[src/hw/dcwb_consts.svh]
// Constants of the device configuration word bank
`ifndef DCWB_CONSTS_SVH
`define DCWB_CONSTS_SVH
// -------------------------------------------------------------------------
// Register indices (byte address on APB is four times the index)
// -------------------------------------------------------------------------
`define DCWB_IDX_CPU_CLOCK_PROTECT  24'h300001
`define DCWB_IDX_OSCILLATOR_SELECT  24'h300002
`define DCWB_IDX_WATCHDOG_POSTSCALE 24'h300003
`define DCWB_IDX_DEEP_SLEEP_OPTIONS 24'h300004
`define DCWB_IDX_PERIPHERAL_OPTIONS 24'h300005
`define DCWB_IDX_FLASH_PROTECT_PAGE 24'h300006
`define DCWB_IDX_FLASH_PROTECT_MODE 24'h300007
`define DCWB_NUM_REGS               7
// -------------------------------------------------------------------------
// Implemented bit masks and reset values
// -------------------------------------------------------------------------
`define DCWB_MASK_CPU_CLOCK_PROTECT  8'h07
`define DCWB_MASK_OSCILLATOR_SELECT  8'hFF
`define DCWB_MASK_WATCHDOG_POSTSCALE 8'h0F
`define DCWB_MASK_DEEP_SLEEP_OPTIONS 8'hFF
`define DCWB_MASK_PERIPHERAL_OPTIONS 8'h0B
`define DCWB_MASK_FLASH_PROTECT_PAGE 8'hFF
`define DCWB_MASK_FLASH_PROTECT_MODE 8'h0B
`define DCWB_RESET_BYTE              8'hFF
// -------------------------------------------------------------------------
// Field positions
// -------------------------------------------------------------------------
`define DCWB_BIT_CODE_PROTECT_N     2
`define DCWB_BIT_TWO_SPEED          7
`define DCWB_BIT_FAIL_SAFE          6
`define DCWB_BIT_CLOCK_OUT_EN       5
`define DCWB_BIT_DS_WD_ENABLE       3
`define DCWB_BIT_DS_BROWNOUT        2
`define DCWB_BIT_RTC_REF            1
`define DCWB_BIT_DS_WD_REF          0
`define DCWB_BIT_ADDR_MASK_MODE     3
`define DCWB_BIT_CONVERTER_RES      1
`define DCWB_BIT_PIN_LOCK_ONE_WAY   0
`define DCWB_BIT_CFG_PAGE_PROTECT_N 7
`define DCWB_BIT_USB_LS_CLOCK       3
`define DCWB_BIT_RANGE_DIRECTION    1
`define DCWB_BIT_PROTECT_DISABLE    0
// -------------------------------------------------------------------------
// Fixed figures
// -------------------------------------------------------------------------
`define DCWB_DS_WD_PRESCALE         32
`define DCWB_FLASH_PAGE_SHIFT       10
`define DCWB_CONFIG_PAGE            7'h3F
`define DCWB_USB_DIV_48MHZ          4'h8
`define DCWB_USB_DIV_24MHZ          4'h4
`endif

[src/hw/dcwb_pkg.sv]
// Types shared by the device configuration word bank
`default_nettype none
package dcwb_pkg;
    typedef enum logic [1:0] {
        DCWB_SRC_INTERNAL,
        DCWB_SRC_CRYSTAL,
        DCWB_SRC_EXTERNAL
    } dcwb_osc_src_e;

    typedef enum logic [1:0] {
        DCWB_SOSC_RESERVED,
        DCWB_SOSC_LOW_POWER,
        DCWB_SOSC_DIGITAL,
        DCWB_SOSC_HIGH_POWER
    } dcwb_sosc_e;

    typedef enum logic [1:0] {
        DCWB_LD_ISSUE,
        DCWB_LD_CAPTURE,
        DCWB_LD_DONE
    } dcwb_load_st_e;

    typedef struct packed {
        logic [2:0]    cpu_clock_divide_ratio;
        logic          code_protected;
        logic          two_speed_startup_en;
        logic          fail_safe_monitor_en;
        logic          clock_out_signal_en;
        dcwb_osc_src_e osc_source;
        logic          osc_pll_sel;
        dcwb_sosc_e    secondary_osc_power;
        logic [3:0]    watchdog_postscale_log2;
        logic          deep_sleep_wd_enable;
        logic [4:0]    deep_sleep_wd_postscale_log2;
        logic          brownout_in_deep_sleep;
        logic          brownout_always;
        logic          rtc_ref_secondary;
        logic          deep_sleep_wd_ref_internal;
        logic          serial_addr_mask_7bit;
        logic          converter_10bit;
        logic          pin_lock_one_way;
        logic [3:0]    low_speed_usb_divide;
    } dcwb_settings_s;
endpackage : dcwb_pkg
`default_nettype wire

[src/hw/dcwb_config_bank.sv]
// Device configuration word bank: load, APB access, decoded settings
//
// Implementation choice: the APB interface to the registers.
`include "dcwb_consts.svh"
`default_nettype none
module dcwb_config_bank (
    input  wire logic                    pclk,
    input  wire logic                    presetn,
    input  wire logic                    psel,
    input  wire logic                    penable,
    input  wire logic                    pwrite,
    input  wire logic [23:0]             paddr,
    input  wire logic [31:0]             pwdata,
    output var  logic                    pready,
    output var  logic [31:0]             prdata,
    output var  logic                    pslverr,
    output var  logic                    nv_rd_en,
    output var  logic [2:0]              nv_rd_index,
    input  wire logic [7:0]              nv_rd_data,
    output var  logic                    load_done,
    input  wire logic                    low_voltage_variant,
    input  wire logic                    pin_select_unlocked,
    input  wire logic                    pin_select_lock_set,
    input  wire logic                    pin_select_lock_clear,
    output var  logic                    pin_select_lock,
    output var  logic                    pin_select_write_allow,
    input  wire logic [16:0]             flash_byte_addr,
    output var  logic                    flash_page_protected,
    output var  dcwb_pkg::dcwb_settings_s settings
);
    import dcwb_pkg::*;

    // ---------------------------------------------------------------------
    // Decode helpers
    // ---------------------------------------------------------------------
    function automatic logic [7:0] mask_of(input logic [2:0] idx);
        logic [7:0] m;
        m = 8'h00;
        case (idx)
            3'h0: m = `DCWB_MASK_CPU_CLOCK_PROTECT;
            3'h1: m = `DCWB_MASK_OSCILLATOR_SELECT;
            3'h2: m = `DCWB_MASK_WATCHDOG_POSTSCALE;
            3'h3: m = `DCWB_MASK_DEEP_SLEEP_OPTIONS;
            3'h4: m = `DCWB_MASK_PERIPHERAL_OPTIONS;
            3'h5: m = `DCWB_MASK_FLASH_PROTECT_PAGE;
            3'h6: m = `DCWB_MASK_FLASH_PROTECT_MODE;
            default: m = 8'h00;
        endcase
        return m;
    endfunction : mask_of

    // Returns {hit, index}; an unaligned address never hits
    function automatic logic [3:0] decode_addr(input logic [23:0] a);
        logic [21:0] off;
        off = a[23:2] - 22'(`DCWB_IDX_CPU_CLOCK_PROTECT);
        if (a[1:0] == 2'h0 && off < 22'(`DCWB_NUM_REGS)) begin
            return {1'b1, off[2:0]};
        end
        return 4'h0;
    endfunction : decode_addr

    // ---------------------------------------------------------------------
    // Storage
    // ---------------------------------------------------------------------
    logic [7:0]    cfg_r [`DCWB_NUM_REGS];
    logic [7:0]    cfg_nxt [`DCWB_NUM_REGS];
    logic [`DCWB_NUM_REGS-1:0] written_r;
    logic [`DCWB_NUM_REGS-1:0] written_nxt;
    dcwb_load_st_e ld_st_r;
    dcwb_load_st_e ld_st_nxt;
    logic [2:0]    ld_idx_r;
    logic          lv_meta_r;
    logic          lv_sync_r;
    logic          lv_strap_r;

    // ---------------------------------------------------------------------
    // Load sequence
    // ---------------------------------------------------------------------
    // Runs once after every reset; no path re-enters it afterwards
    wire logic ld_capture = (ld_st_r == DCWB_LD_CAPTURE);
    wire logic ld_last    = (ld_idx_r == 3'(`DCWB_NUM_REGS - 1));

    always_comb begin
        case (ld_st_r)
            // Wait for the request flop, so byte 0 is really asked for
            DCWB_LD_ISSUE:   ld_st_nxt = nv_rd_en ? DCWB_LD_CAPTURE
                                                  : DCWB_LD_ISSUE;
            DCWB_LD_CAPTURE: ld_st_nxt = ld_last ? DCWB_LD_DONE
                                                 : DCWB_LD_ISSUE;
            DCWB_LD_DONE:    ld_st_nxt = DCWB_LD_DONE;
            default:         ld_st_nxt = DCWB_LD_DONE;
        endcase
    end

    always_ff @(posedge pclk or negedge presetn) begin
        if (!presetn) begin
            ld_st_r     <= DCWB_LD_ISSUE;
            ld_idx_r    <= 3'h0;
            nv_rd_en    <= 1'b0;
            nv_rd_index <= 3'h0;
            load_done   <= 1'b0;
        end else begin
            ld_st_r     <= ld_st_nxt;
            ld_idx_r    <= ld_capture ? ld_idx_r + 3'h1 : ld_idx_r;
            nv_rd_en    <= (ld_st_nxt == DCWB_LD_ISSUE);
            nv_rd_index <= (ld_capture && !ld_last) ? ld_idx_r + 3'h1
                                                    : ld_idx_r;
            load_done   <= (ld_st_nxt == DCWB_LD_DONE);
        end
    end

    // Strap is synchronised, then held from the end of the load onward
    always_ff @(posedge pclk or negedge presetn) begin
        if (!presetn) begin
            lv_meta_r  <= 1'b0;
            lv_sync_r  <= 1'b0;
            lv_strap_r <= 1'b0;
        end else begin
            lv_meta_r  <= low_voltage_variant;
            lv_sync_r  <= lv_meta_r;
            lv_strap_r <= load_done ? lv_strap_r : lv_sync_r;
        end
    end

    // ---------------------------------------------------------------------
    // APB slave
    // ---------------------------------------------------------------------
    // One wait state per access; held off entirely until the load ends
    wire logic [3:0] dec      = decode_addr(paddr);
    wire logic       hit      = dec[3];
    wire logic [2:0] hit_idx  = dec[2:0];
    wire logic       access   = psel && penable;
    wire logic       answer   = access && !pready && load_done;
    wire logic       commit   = access && pready && pwrite && hit;
    wire logic [7:0] rd_byte  = hit ? (cfg_r[hit_idx] & mask_of(hit_idx))
                                    : 8'h00;

    always_ff @(posedge pclk or negedge presetn) begin
        if (!presetn) begin
            pready  <= 1'b0;
            prdata  <= 32'h0000_0000;
            pslverr <= 1'b0;
        end else begin
            pready  <= answer;
            prdata  <= answer ? {24'h00_0000, rd_byte} : 32'h0000_0000;
            pslverr <= answer && !hit;
        end
    end

    // ---------------------------------------------------------------------
    // Register file
    // ---------------------------------------------------------------------
    // Unimplemented bits from the nonvolatile word are dropped by the mask, so
    // a writer that breaks its own programming convention changes nothing
    generate
        for (genvar i = 0; i < `DCWB_NUM_REGS; i++) begin : g_reg
            localparam logic [7:0] rst_byte =
                `DCWB_RESET_BYTE & mask_of(3'(i));
            wire logic [7:0] m = mask_of(3'(i));
            wire logic ld_hit  = ld_capture && (ld_idx_r == 3'(i));
            wire logic wr_hit  = commit && (hit_idx == 3'(i))
                                 && !written_r[i];
            always_comb begin
                cfg_nxt[i]     = cfg_r[i];
                written_nxt[i] = written_r[i] || wr_hit;
                if (ld_hit) begin
                    cfg_nxt[i] = nv_rd_data & m;
                end else if (wr_hit) begin
                    cfg_nxt[i] = pwdata[7:0] & m;
                end
            end
            always_ff @(posedge pclk or negedge presetn) begin
                if (!presetn) begin
                    cfg_r[i]     <= rst_byte;
                    written_r[i] <= 1'b0;
                end else begin
                    cfg_r[i]     <= cfg_nxt[i];
                    written_r[i] <= written_nxt[i];
                end
            end
        end
    endgenerate

    // ---------------------------------------------------------------------
    // Setting decode
    // ---------------------------------------------------------------------
    wire logic [1:0] div_code   = cfg_r[0][1:0];
    wire logic [2:0] osc_code   = cfg_r[1][2:0];
    wire logic [1:0] sosc_code  = cfg_r[1][4:3];
    wire logic [3:0] ds_code    = cfg_r[3][7:4];
    wire logic       ds_bor     = cfg_r[3][`DCWB_BIT_DS_BROWNOUT];
    wire logic [6:0] bnd_page   = cfg_r[5][6:0];
    wire logic       wp_cfg_n   = cfg_r[5][`DCWB_BIT_CFG_PAGE_PROTECT_N];
    wire logic       wp_dir     = cfg_r[6][`DCWB_BIT_RANGE_DIRECTION];
    wire logic       wp_dis     = cfg_r[6][`DCWB_BIT_PROTECT_DISABLE];
    wire logic       one_way    = cfg_r[4][`DCWB_BIT_PIN_LOCK_ONE_WAY];
    wire logic       ext_mode   = (osc_code[2:1] == 2'b11);
    dcwb_settings_s  set_nxt;

    always_comb begin
        set_nxt = '0;
        case (div_code)
            2'b11:   set_nxt.cpu_clock_divide_ratio = 3'h1;
            2'b10:   set_nxt.cpu_clock_divide_ratio = 3'h2;
            2'b01:   set_nxt.cpu_clock_divide_ratio = 3'h3;
            default: set_nxt.cpu_clock_divide_ratio = 3'h6;
        endcase
        set_nxt.code_protected =
            !cfg_r[0][`DCWB_BIT_CODE_PROTECT_N];
        set_nxt.two_speed_startup_en =
            cfg_r[1][`DCWB_BIT_TWO_SPEED];
        set_nxt.fail_safe_monitor_en =
            cfg_r[1][`DCWB_BIT_FAIL_SAFE];
        set_nxt.clock_out_signal_en =
            cfg_r[1][`DCWB_BIT_CLOCK_OUT_EN] && ext_mode;
        if (!osc_code[2]) begin
            set_nxt.osc_source  = DCWB_SRC_INTERNAL;
            set_nxt.osc_pll_sel = osc_code[1];
            set_nxt.clock_out_signal_en = osc_code[0];
        end else if (!osc_code[1]) begin
            set_nxt.osc_source  = DCWB_SRC_CRYSTAL;
            set_nxt.osc_pll_sel = osc_code[0];
        end else begin
            set_nxt.osc_source  = DCWB_SRC_EXTERNAL;
            set_nxt.osc_pll_sel = osc_code[0];
        end
        case (sosc_code)
            2'b11:   set_nxt.secondary_osc_power = DCWB_SOSC_HIGH_POWER;
            2'b10:   set_nxt.secondary_osc_power = DCWB_SOSC_DIGITAL;
            2'b01:   set_nxt.secondary_osc_power = DCWB_SOSC_LOW_POWER;
            default: set_nxt.secondary_osc_power = DCWB_SOSC_RESERVED;
        endcase
        set_nxt.watchdog_postscale_log2 = cfg_r[2][3:0];
        set_nxt.deep_sleep_wd_enable =
            cfg_r[3][`DCWB_BIT_DS_WD_ENABLE] && !lv_strap_r;
        set_nxt.deep_sleep_wd_postscale_log2 =
            {ds_code, 1'b1};
        // Low-voltage variants have no regulator and no deep-sleep split
        set_nxt.brownout_in_deep_sleep = ds_bor && !lv_strap_r;
        set_nxt.brownout_always        = ds_bor && lv_strap_r;
        set_nxt.rtc_ref_secondary = cfg_r[3][`DCWB_BIT_RTC_REF];
        set_nxt.deep_sleep_wd_ref_internal =
            cfg_r[3][`DCWB_BIT_DS_WD_REF];
        set_nxt.serial_addr_mask_7bit =
            cfg_r[4][`DCWB_BIT_ADDR_MASK_MODE];
        set_nxt.converter_10bit =
            cfg_r[4][`DCWB_BIT_CONVERTER_RES];
        set_nxt.pin_lock_one_way = one_way;
        set_nxt.low_speed_usb_divide =
            cfg_r[6][`DCWB_BIT_USB_LS_CLOCK] ? `DCWB_USB_DIV_48MHZ
                                             : `DCWB_USB_DIV_24MHZ;
    end

    // ---------------------------------------------------------------------
    // Flash protection query
    // ---------------------------------------------------------------------
    wire logic [6:0] q_page   = flash_byte_addr[16:`DCWB_FLASH_PAGE_SHIFT];
    wire logic       in_upper = (q_page >= bnd_page)
                                && (q_page <= `DCWB_CONFIG_PAGE);
    wire logic       in_range = wp_dir ? in_upper
                                       : (q_page <= bnd_page);
    wire logic       cfg_pg   = (q_page == `DCWB_CONFIG_PAGE)
                                && !wp_cfg_n;
    wire logic       prot_nxt = !wp_dis && (in_range || cfg_pg);

    // ---------------------------------------------------------------------
    // Pin-select lock
    // ---------------------------------------------------------------------
    // In one-way mode the clear request is simply dropped
    wire logic lock_set = pin_select_lock_set && pin_select_unlocked;
    wire logic lock_clr = pin_select_lock_clear && pin_select_unlocked
                          && !one_way;
    wire logic lock_nxt = lock_set ? 1'b1
                        : lock_clr ? 1'b0 : pin_select_lock;

    always_ff @(posedge pclk or negedge presetn) begin
        if (!presetn) begin
            settings               <= '0;
            flash_page_protected   <= 1'b0;
            pin_select_lock        <= 1'b0;
            pin_select_write_allow <= 1'b0;
        end else begin
            settings               <= set_nxt;
            flash_page_protected   <= prot_nxt;
            pin_select_lock        <= lock_nxt;
            pin_select_write_allow <= !lock_nxt && pin_select_unlocked;
        end
    end
endmodule : dcwb_config_bank
`default_nettype wire

[config.mk]
export PLATFORM = sky130hd
export DESIGN_NAME = dcwb_config_bank
export DESIGN_NICKNAME = d
export VERILOG_FILES = /design/src/hw/dcwb_pkg.sv /design/src/hw/dcwb_config_bank.sv
export VERILOG_INCLUDE_DIRS = /design/src /design/src/hw
export SDC_FILE = /design/constraint.sdc
export NUM_CORES = 1
export LEC_CHECK = 0
export BUFFER_PORTS_ARGS = -buffer_cell sky130_fd_sc_hd__buf_2
export CORE_ASPECT_RATIO = 1.4
export CORE_MARGIN = 3
export CORE_UTILIZATION = 30
export DETAILED_ROUTE_END_ITERATION = 8
export PLACE_DENSITY = 0.52
export SYNTH_ARGS = -nofsm -noshare
export SYNTH_HDL_FRONTEND = slang
export SYNTH_SLANG_ARGS = --single-unit
[constraint.sdc]
create_clock -name pclk -period 2.1 [get_ports pclk]
set_input_delay 0.42 -clock pclk [delete_from_list [all_inputs] [get_ports pclk]]
set_output_delay 0.42 -clock pclk [all_outputs]
set_load 0.01 [all_outputs]
==> results of run 1 <==
-- flip-flops by register name (all words and copies together) (netlist names), 2 cells and up --
register / cells
settings: 31
cfg_r: 30
prdata: 8
bnd_page: 7
written_r: 7
ld_idx_r: 3
nv_rd_index: 3
ld_st_r: 2
-- metal layers --
layer,global-route usage,vias up
met1,0.1768,1928
li1,-,1891
met5,0,-
met3,0.02510,31
met4,0.06711,0
met2,0.2856,133
-- kinds of logic (layout without fill, tap and decap cells) --
kind of cell,count (synthesis),in the layout,synth area share
AOI/OAI and AO/OA,90,90,0.1131
xor gates and xnor gates,7,7,0.01229
adders and majority gates,13,13,0.03261
buffers and inverters,62,188,0.06673
DFF,101,101,0.5161
muxes,43,43,0.08956
other,2,27,0.001506
and+or+nand+nor,150,150,0.1681
-- worst paths after layout --
kind                       depth (start not counted)  slack (ns)              endpoint
setup / recovery                                  12       -0.33             cfg_r[17]
hold / removal                                     1        0.02             prdata[4]
setup reg to reg                                   9        0.08  flash_page_protected
hold reg to reg                                    0        0.36             lv_sync_r
max in group asynchronous                          2        1.46             cfg_r[48]
min in group pclk                                  1        0.17             lv_meta_r
-- power by group through the flow --
| stage | combinational (mW) | clock, mW | sequential (mW) |
|---|---|---|---|
| floorplan | 0.261 | 0 | 2.14 |
| global placement | 0.510 | 0 | 2.14 |
| detailed placement | 0.520 | 0 | 2.14 |
| CTS | 0.552 | 1.63 | 2.11 |
| global route | 0.619 | 1.72 | 2.12 |
| finish | 0.563 | 1.59 | 2.11 |
-- layout by cell type, fill, tap and decap left out, types with 14 or more instances in the layout --
cell,n
a21oi_1,28
inv_1,15
nand2_1,27
nor2_1,43
dfrtp_1,64
dfstp_2,37
mux2i_1,39
o21ai_1,14
conb_1,27
buf_4,41
buf_2,101
-- worst max-delay path, cell delays in order --
cell and delay (ns):
buf_8 0.09, clkinv_8 0.04, ha_4 0.15, nor2b_4 0.12, or4_4 0.48, or4b_4 0.51, nor4_4 0.20, buf_12 0.17
buf_4 0.12, nand3_4 0.10, mux2i_1 0.15, a21oi_1 0.15
-- metrics by stage --
stage	cell area, um2	utilization
detailed placement	6031	0.3713
global placement	6031	0.3713
global route	6630	0.4082
finish	6630	0.4082
CTS	6528	0.4019
floorplan	5177	-
-- final cells by class --
cell class	instances	area [um2]
Fill cell	1615	9610
Tap cell	199	249.0
Inverter	18	80.08
Sequential cell	101	2574
Clock inverter	7	57.56
Timing Repair Buffer	154	982.2
Multi-Input combinational cell	330	2462
Clock buffer	9	225.2
-- repair_timing --
action | CTS | global route
resized for setup | 34 | 19
cloned | 0 | 0
setup buffers | 6 | 5
setup endpoints to repair | 54 | 54
hold endpoints to repair | 0 | 0
pin swaps | 21 | 11
==> impl_metrics.json, run 1 <==
{
  "cp-end-kind": "register",
  "rsz0062_at_grt": "yes",
  "drtPass1Iterations": 4,
  "p_sw_mw": 1.154,
  "routed.top_layer": "met4",
  "hp-class": "primary input to asynchronous set/reset pin",
  "p_per_area_nw_per_um2": 642.2,
  "ys_ff_latch": 101,
  "yosysSeqAreaShare": 0.5161,
  "clk_latency_ns": 0.35,
  "hold_violations": 0,
  "final_antenna_net_count": 0,
  "synth_edf_count": 0,
  "synth_top_flop_cell": "dfrtp_1",
  "die_w_um": 115.0,
  "synth_warnings": 0,
  "pwr-share-comb": 0.132,
  "route.detailed.drc": 0,
  "fin_tns_setup_ns": -11.83,
  "worstSetupStartpointType": "primary input",
  "setup_viol": 49,
  "viasPerCell": 4.869,
  "wl_met1_mm": 5.553,
  "critPathArrivalTime_ns": 2.71,
  "report.power.total_mw": 4.258,
  "dpl.cell_count": 795,
  "p_sw_frac": 0.2711,
  "route.met3.wl_um": 621,
  "cts_hold_buffers": 0,
  "numPortBuffers": 104,
  "drive_gt1_frac": 0.4216,
  "failed_checks": "setup timing",
  "period_needed_ns": 2.431,
  "setup.worst_path.class": "primary input to register",
  "dp_hpwl_mm": 10.84,
  "outcome": "finished, violations left",
  "die_area_um2": 18230,
  "yosys-top-cells-area": "dfrtp_1 32%, dfstp_2 19%, mux2i_1 7.8%",
  "fin_skew_ns": 0.007904,
  "grt-ovfl-total": 0,
  "ir_worst_vdd_mv": 0.4309,
  "synth_common_cells": "64 x dfrtp_1, 48 x nor2_1, 39 x mux2i_1",
  "pwr-share-clk": 0.373,
  "vias": 3983,
  "drv_cap": 0,
  "synth_top_area_cell": "dfrtp_1",
  "num_rows": 55,
  "grt_pass1_vias": 4119,
  "area_delta_synth_final_pct": 32.94,
  "nets": 717,
  "numCtsBuffers": 9,
  "required_ns": 2.38,
  "dr_wl_met2_mm": 7.587,
  "ioPinCount": 165,
  "routedWlPerCell_um": 17.32,
  "synth_most_common_cell": "dfrtp_1",
  "clockBufferDepth": 2,
  "synth_area_um2": 4987,
  "fin_ws_ns": -0.3314,
  "maxSlewViolCount": 0,
  "avgSynthCellArea_um2": 10.66,
  "htreeDepth": 3,
  "slew_headroom": 0.5620,
  "hold_slack_ns": 0.02226,
  "synth-async-reset-ratio": 1.000,
  "fin_cells": 818,
  "path_clk_slew_ns": 0.07,
  "r2r_start": "bnd_page[1]",
  "n_antenna_cell": 0,
  "drt_wl_total_mm": 14.17,
  "gp_congestion": 0.8568,
  "p_int_mw": 3.103,
  "synthCells": 468,
  "drtIter0Drc": 170,
  "die_y_um": 158.6,
  "fmaxAchievable_mhz": 411.3,
  "crit_path_start": "paddr[2]",
  "grt_usage": 0.1557,
  "p_seq_frac": 0.495,
  "grt_max_degree": 36,
  "path_max_fanout": 6,
  "initial_core_util": 0.3071,
  "synth_top_area_frac": 0.3211,
  "cts-root-buf": "clkbuf_16",
  "finalCritPeriodShare": 1.158,
  "tightestPinTransition_ns": 0.6552,
  "p_leak_nw": 3.170,
  "cts_sinks": 101,
  "antenna_found_initial": 0,
  "place_ws_ns": -0.8984,
  "yosysUniqueCellTypes": 61,
  "core_region_area_um2": 16240,
  "cts_tree": "built",
  "grt_pass1_wl_mm": 21.94
}
Power figures use the tool's default switching activity.
==> inputs of run 2 (changes only) <==
--- a/config.mk
+++ b/config.mk
@@ -12,6 +12,7 @@
 export CORE_UTILIZATION = 30
 export DETAILED_ROUTE_END_ITERATION = 8
 export PLACE_DENSITY = 0.52
+export RECOVER_POWER = 50
 export SYNTH_ARGS = -nofsm -noshare
 export SYNTH_HDL_FRONTEND = slang
 export SYNTH_SLANG_ARGS = --single-unit
==> run 2 against run 1 <==
Sequential cell count unchanged. The flow finishes with violations (capacitance limit, slew limit, setup timing). Register-to-register slack about the same. Combinational power decreased by 1%. Sequential share of layout area increased by 0.17 points. Final cell count unchanged. Die area unchanged. Global-route usage unchanged. Highest routed layer unchanged. Critical path type unchanged.
==> impl_metrics.json, run 2 (same netlist as run 1, synthesis figures left out) <==
{
  "fin_tns_setup_ns": -11.78,
  "die_area_um2": 18230,
  "critPathArrivalTime_ns": 2.71,
  "cpMaxStageDelayCell": "or4b_4",
  "layout_common_cells": "101 x buf_2, 64 x dfrtp_1, 43 x nor2_1",
  "numPortBuffers": 104,
  "drt_wl_total_mm": 14.07,
  "period_needed_ns": 2.434,
  "r2r_cells": 9,
  "setup.worst_path.class": "primary input to register",
  "cts-root-buf": "clkbuf_16",
  "viasPerCell": 4.862,
  "outcome": "finished, violations left",
  "ir_worst_vdd_mv": 0.4261,
  "p_leak_nw": 3.148,
  "initial_core_util": 0.3071,
  "largest_reg_flops": 31,
  "top_register": "settings",
  "nFillCells": 1619,
  "grt_usage": 0.1557,
  "drive_gt1_frac": 0.3942,
  "htreeDepth": 3,
  "path_max_fanout": 6,
  "final_antenna_net_count": 0,
  "failed_checks": "capacitance limit, slew limit, setup timing",
  "cts_tree": "built",
  "maxSlewViolCount": 35,
  "finalCritPeriodShare": 1.159,
  "drtPass1Iterations": 4,
  "die_w_um": 115.0,
  "nets": 717,
  "area_delta_synth_final_pct": 32.36,
  "fin_skew_ns": 0.007341,
  "rrSetupSlack_ns": 0.07,
  "worstPathCellList": "buf_8, clkinv_8, ha_4, nor2b_4, or4_4, or4b_4, nor4_4, buf_12, buf_4, nand3_4, mux2i_1, a21oi_1",
  "worstSetupStartpointType": "primary input",
  "endpoint": "cfg_r[17]",
  "largestRegisters": "settings: 31 flops, cfg_r: 30 flops, prdata: 8 flops",
  "p_per_area_nw_per_um2": 642.3,
  "cts_hold_buffers": 0,
  "cp-end-kind": "register",
  "grt_max_degree": 36,
  "num_rows": 55,
  "core_region_area_um2": 16240,
  "clk_latency_ns": 0.35,
  "routedWlPerCell_um": 17.20,
  "grt_pass1_vias": 4119,
  "vias": 3977,
  "n_antenna_cell": 0,
  "grt_pass1_wl_mm": 21.94,
  "place_ws_ns": -0.8984,
  "drv_cap": 1,
  "cp_slowest_stage_delay_ns": 0.51,
  "antenna_found_initial": 0,
  "ioPinCount": 165,
  "final_common_cell": "buf_2",
  "numCtsBuffers": 9,
  "report.power.total_mw": 4.240,
  "r2r-end": "flash_page_protected",
  "hp-class": "primary input to register",
  "required_ns": 2.38,
  "tightestPinTransition_ns": 1.771,
  "crit_path_start": "paddr[2]",
  "die_y_um": 158.6,
  "setup_viol": 49,
  "grt-ovfl-total": 0,
  "path_clk_slew_ns": 0.07,
  "r2r_start": "bnd_page[1]",
  "gp_congestion": 0.8568,
  "route.detailed.drc": 0,
  "hold_violations": 0,
  "slew_headroom": -0.1808,
  "rsz0062_at_grt": "yes",
  "dp_hpwl_mm": 10.84,
  "cts_sinks": 101,
  "worstHoldStart": "low_voltage_variant",
  "fmaxAchievable_mhz": 410.9,
  "drtIter0Drc": 166,
  "clockBufferDepth": 2,
  "fin_ws_ns": -0.3340
}
run 2: where the power goes:
part | internal [mW] | switching [mW]
logic | 0.224 | 0.331
registers | 2.05 | 0.0551
clock network | 0.820 | 0.764
total | 3.09 | 1.15
run 2: metal layers:
layer	global-route usage	part of all wire	vias up
met5	0	0	-
met4	0.06711	0.027	0
met3	0.02510	0.044	27
met2	0.2856	0.54	131
met1	0.1768	0.39	1929
li1	-	-	1890
run 2: critical path: cells and delay by family:
| family | cells | cell delay, ns |
|---|---|---|
| simple gates | 5 | 1.41 |
| buf+inv | 4 | 0.42 |
| fa+ha+maj | 1 | 0.15 |
| mux | 1 | 0.15 |
| compound gates | 1 | 0.15 |
run 2: stage by stage:
step                area, um2  instances  hold slack, ns    util
finish                   6601        818          0.1742  0.4065
global route             6601        818          0.1664  0.4065
CTS                      6528        815         0.03553  0.4019
detailed placement       6031        795          0.3457  0.3713
global placement         6031        795          0.3342  0.3713
floorplan                5177        493          0.1244       -
run 2: worst min-delay path by stage:
stage / end / slack (ns) / cells past startpoint
finish: lv_meta_r / 0.17 / 1
global route: lv_meta_r / 0.17 / 1
CTS: settings[14] / 0.04 / 1
detailed placement: lv_sync_r / 0.35 / 0
global placement: lv_sync_r / 0.33 / 0
floorplan: flash_page_protected / 0.12 / 0
run 2: repair_timing:
action | in CTS | in global routing
hold endpoints to repair | 0 | 0
setup buffers | 6 | 5
gates resized for setup | 34 | 19
endpoints found under the setup margin | 54 | 54
pin swaps | 21 | 11
run 2: final cells by class:
type / instances / area (um2) / share of cell area
clock buffers: 9 / 225.2 / 0.03412
clock inverters: 7 / 57.56 / 0.008719
inverters: 18 / 80.08 / 0.01213
multi-input cells: 330 / 2462 / 0.3730
flip-flops and latches: 101 / 2574 / 0.3899
well taps: 199 / 249.0 / 0.03772
repair buffers: 154 / 953.4 / 0.1444
==> inputs of run 3 (changes only) <==
--- a/config.mk
+++ b/config.mk
@@ -7,11 +7,13 @@
 export NUM_CORES = 1
 export LEC_CHECK = 0
 export BUFFER_PORTS_ARGS = -buffer_cell sky130_fd_sc_hd__buf_2
+export CELL_PAD_IN_SITES_DETAIL_PLACEMENT = 2
+export CELL_PAD_IN_SITES_GLOBAL_PLACEMENT = 2
 export CORE_ASPECT_RATIO = 1.4
 export CORE_MARGIN = 3
-export CORE_UTILIZATION = 30
+export CORE_UTILIZATION = 28
 export DETAILED_ROUTE_END_ITERATION = 8
-export PLACE_DENSITY = 0.52
+export PLACE_DENSITY = 0.74
 export RECOVER_POWER = 50
 export SYNTH_ARGS = -nofsm -noshare
 export SYNTH_HDL_FRONTEND = slang
==> run 3 against run 2 <==
The run ends with setup timing left. Utilization fell by 1.7 points. Total power rose by 7.9%. Clock power rose by 18%. Critical path depth did not move. Worst setup slack got worse by 0.090 ns. Cell area rose by 2.7%. Count of clock-buffer cells in the layout did not move. Routed wire length rose by 27%.
==> impl_metrics.json, run 3 (same netlist as run 1, synthesis figures left out) <==
{
  "outcome": "finished, violations left",
  "failed_checks": "setup timing",
  "area_delta_synth_final_pct": 35.98,
  "rsz0062_at_grt": "yes",
  "final_common_cell": "buf_2",
  "rrSetupSlack_ns": 0.05,
  "drive_gt1_frac": 0.4061,
  "cp-end-kind": "register",
  "p_leak_nw": 3.207,
  "drtPass1Iterations": 4,
  "antenna_found_initial": 0,
  "setup_viol": 53,
  "critPathArrivalTime_ns": 2.79,
  "routedWlPerCell_um": 20.81,
  "cts-root-buf": "clkbuf_16",
  "finalCritPeriodShare": 1.202,
  "top_register": "settings",
  "r2r_cells": 9,
  "initial_core_util": 0.2866,
  "r2r_start": "bnd_page[1]",
  "grt_pass1_vias": 4784,
  "n_antenna_cell": 0,
  "die_area_um2": 19470,
  "ir_worst_vdd_mv": 0.3504,
  "clk_latency_ns": 0.35,
  "htreeDepth": 3,
  "hold_depth": 1,
  "p_per_area_nw_per_um2": 674.7,
  "cts_sinks": 101,
  "path_clk_slew_ns": 0.08,
  "clockBufferDepth": 2,
  "route.detailed.drc": 0,
  "fmaxAchievable_mhz": 396.1,
  "worstPathCellList": "buf_8, clkinv_8, ha_4, nor2b_4, or4_4, nor4bb_1, nor3b_2, and3_4, buf_6, buf_12, nand3_2, a31oi_1",
  "vias": 4219,
  "numCtsBuffers": 9,
  "drt_wl_total_mm": 17.88,
  "layout_common_cells": "101 x buf_2, 64 x dfrtp_1, 44 x nor2_1",
  "numPortBuffers": 104,
  "cp_slowest_stage_delay_ns": 0.48,
  "die_w_um": 118.8,
  "worstSetupStartpointType": "primary input",
  "grt_max_degree": 43,
  "grt_usage": 0.1811,
  "slew_headroom": 0.2883,
  "maxSlewViolCount": 0,
  "hold_slack_ns": 0.1695,
  "gp_congestion": 0.8409,
  "fin_tns_setup_ns": -16.43,
  "cts_tree": "built",
  "nets": 721,
  "largest_reg_flops": 31,
  "cpMaxStageDelayCell": "or4_4",
  "period_needed_ns": 2.524,
  "required_ns": 2.37,
  "r2r-end": "flash_page_protected",
  "cts_hold_buffers": 0,
  "largestRegisters": "settings: 31 flops, cfg_r: 30 flops, prdata: 8 flops",
  "die_y_um": 163.9,
  "viasPerCell": 4.912,
  "num_rows": 57,
  "ioPinCount": 165,
  "fin_ws_ns": -0.4244,
  "grt_pass1_wl_mm": 27.31,
  "path_max_fanout": 4,
  "fin_skew_ns": 0.01070,
  "min_to": "lv_meta_r",
  "worstHoldStart": "low_voltage_variant",
  "setup.worst_path.class": "primary input to register",
  "tightestPinTransition_ns": 1.068,
  "dp_hpwl_mm": 13.12,
  "hold_violations": 0,
  "drtIter0Drc": 157,
  "final_antenna_net_count": 0,
  "grt-ovfl-total": 0,
  "drv_cap": 0,
  "core_region_area_um2": 17400,
  "hp-class": "primary input to register"
}
## run 3: final cells by class
class	count	area (um2)
Multi-Input combinational cell	330	2511
Tap cell	236	295.3
Inverter	18	80.08
Clock inverter	7	105.1
Fill cell	1893	10620
Timing Repair Buffer	158	991.0
Clock buffer	9	225.2
Sequential cell	101	2574
## run 3: how the worst max path moves through the flow
stage | from | endpoint | slack, ns | depth (start not counted)
2_1_floorplan | paddr[2] | cfg_r[24] | -0.90 | 10
3_3_place_gp | paddr[2] | prdata[3] | -0.97 | 10
3_5_place_dp | paddr[2] | cfg_r[26] | -1.0 | 11
4_1_cts | paddr[2] | cfg_r[26] | -0.53 | 11
5_1_grt | paddr[21] | cfg_r[49] | -0.55 | 10
6_report | paddr[2] | cfg_r[49] | -0.42 | 12
## run 3: metrics by stage
stage                     instances  utilization  setup WS, ns  cell area (um2)  power, mW
after detailed placement        837       0.3514       -0.9959             6115      2.692
after global routing            859       0.3897       -0.5505             6782      4.747
after floorplan                 493            -       -0.9050             5177      2.402
after global placement          837       0.3514       -0.9732             6115      2.663
after CTS                       855       0.3870       -0.5348             6734      4.626
final                           859       0.3897       -0.4244             6782      4.576
## run 3: power breakdown
group          internal [mW]  switching [mW]  total, mW
clock                   1.06           0.809       1.87
combinational          0.231           0.361      0.593
sequential              2.05          0.0631       2.11
total                   3.34            1.23       4.58
## run 3: repair_timing
item                                    4_1_cts  5_1_grt
gates resized for setup                      52        5
buffers inserted                              2        4
pin swaps                                    23        7
endpoints found under the hold margin         0        0
endpoints found under the setup margin       54       54
## run 3: worst max-delay path, delay by kind of cell
family                   cells  cell delay (ns)
adder cells (fa/ha/maj)      1             0.14
AND/OR/NAND/NOR              6             1.60
AO/OA/AOI/OAI                1             0.22
buffers and inverters        4             0.39
## run 3: layer usage
metal,global-route usage,part of all wire,up-vias,routed length [um]
met5,0,0,-,0
met4,0.08224,0.037,0,654
met3,0.03307,0.041,46,730
met2,0.3467,0.55,132,9873
met1,0.1914,0.37,2144,6617
li1,-,-,1897,-
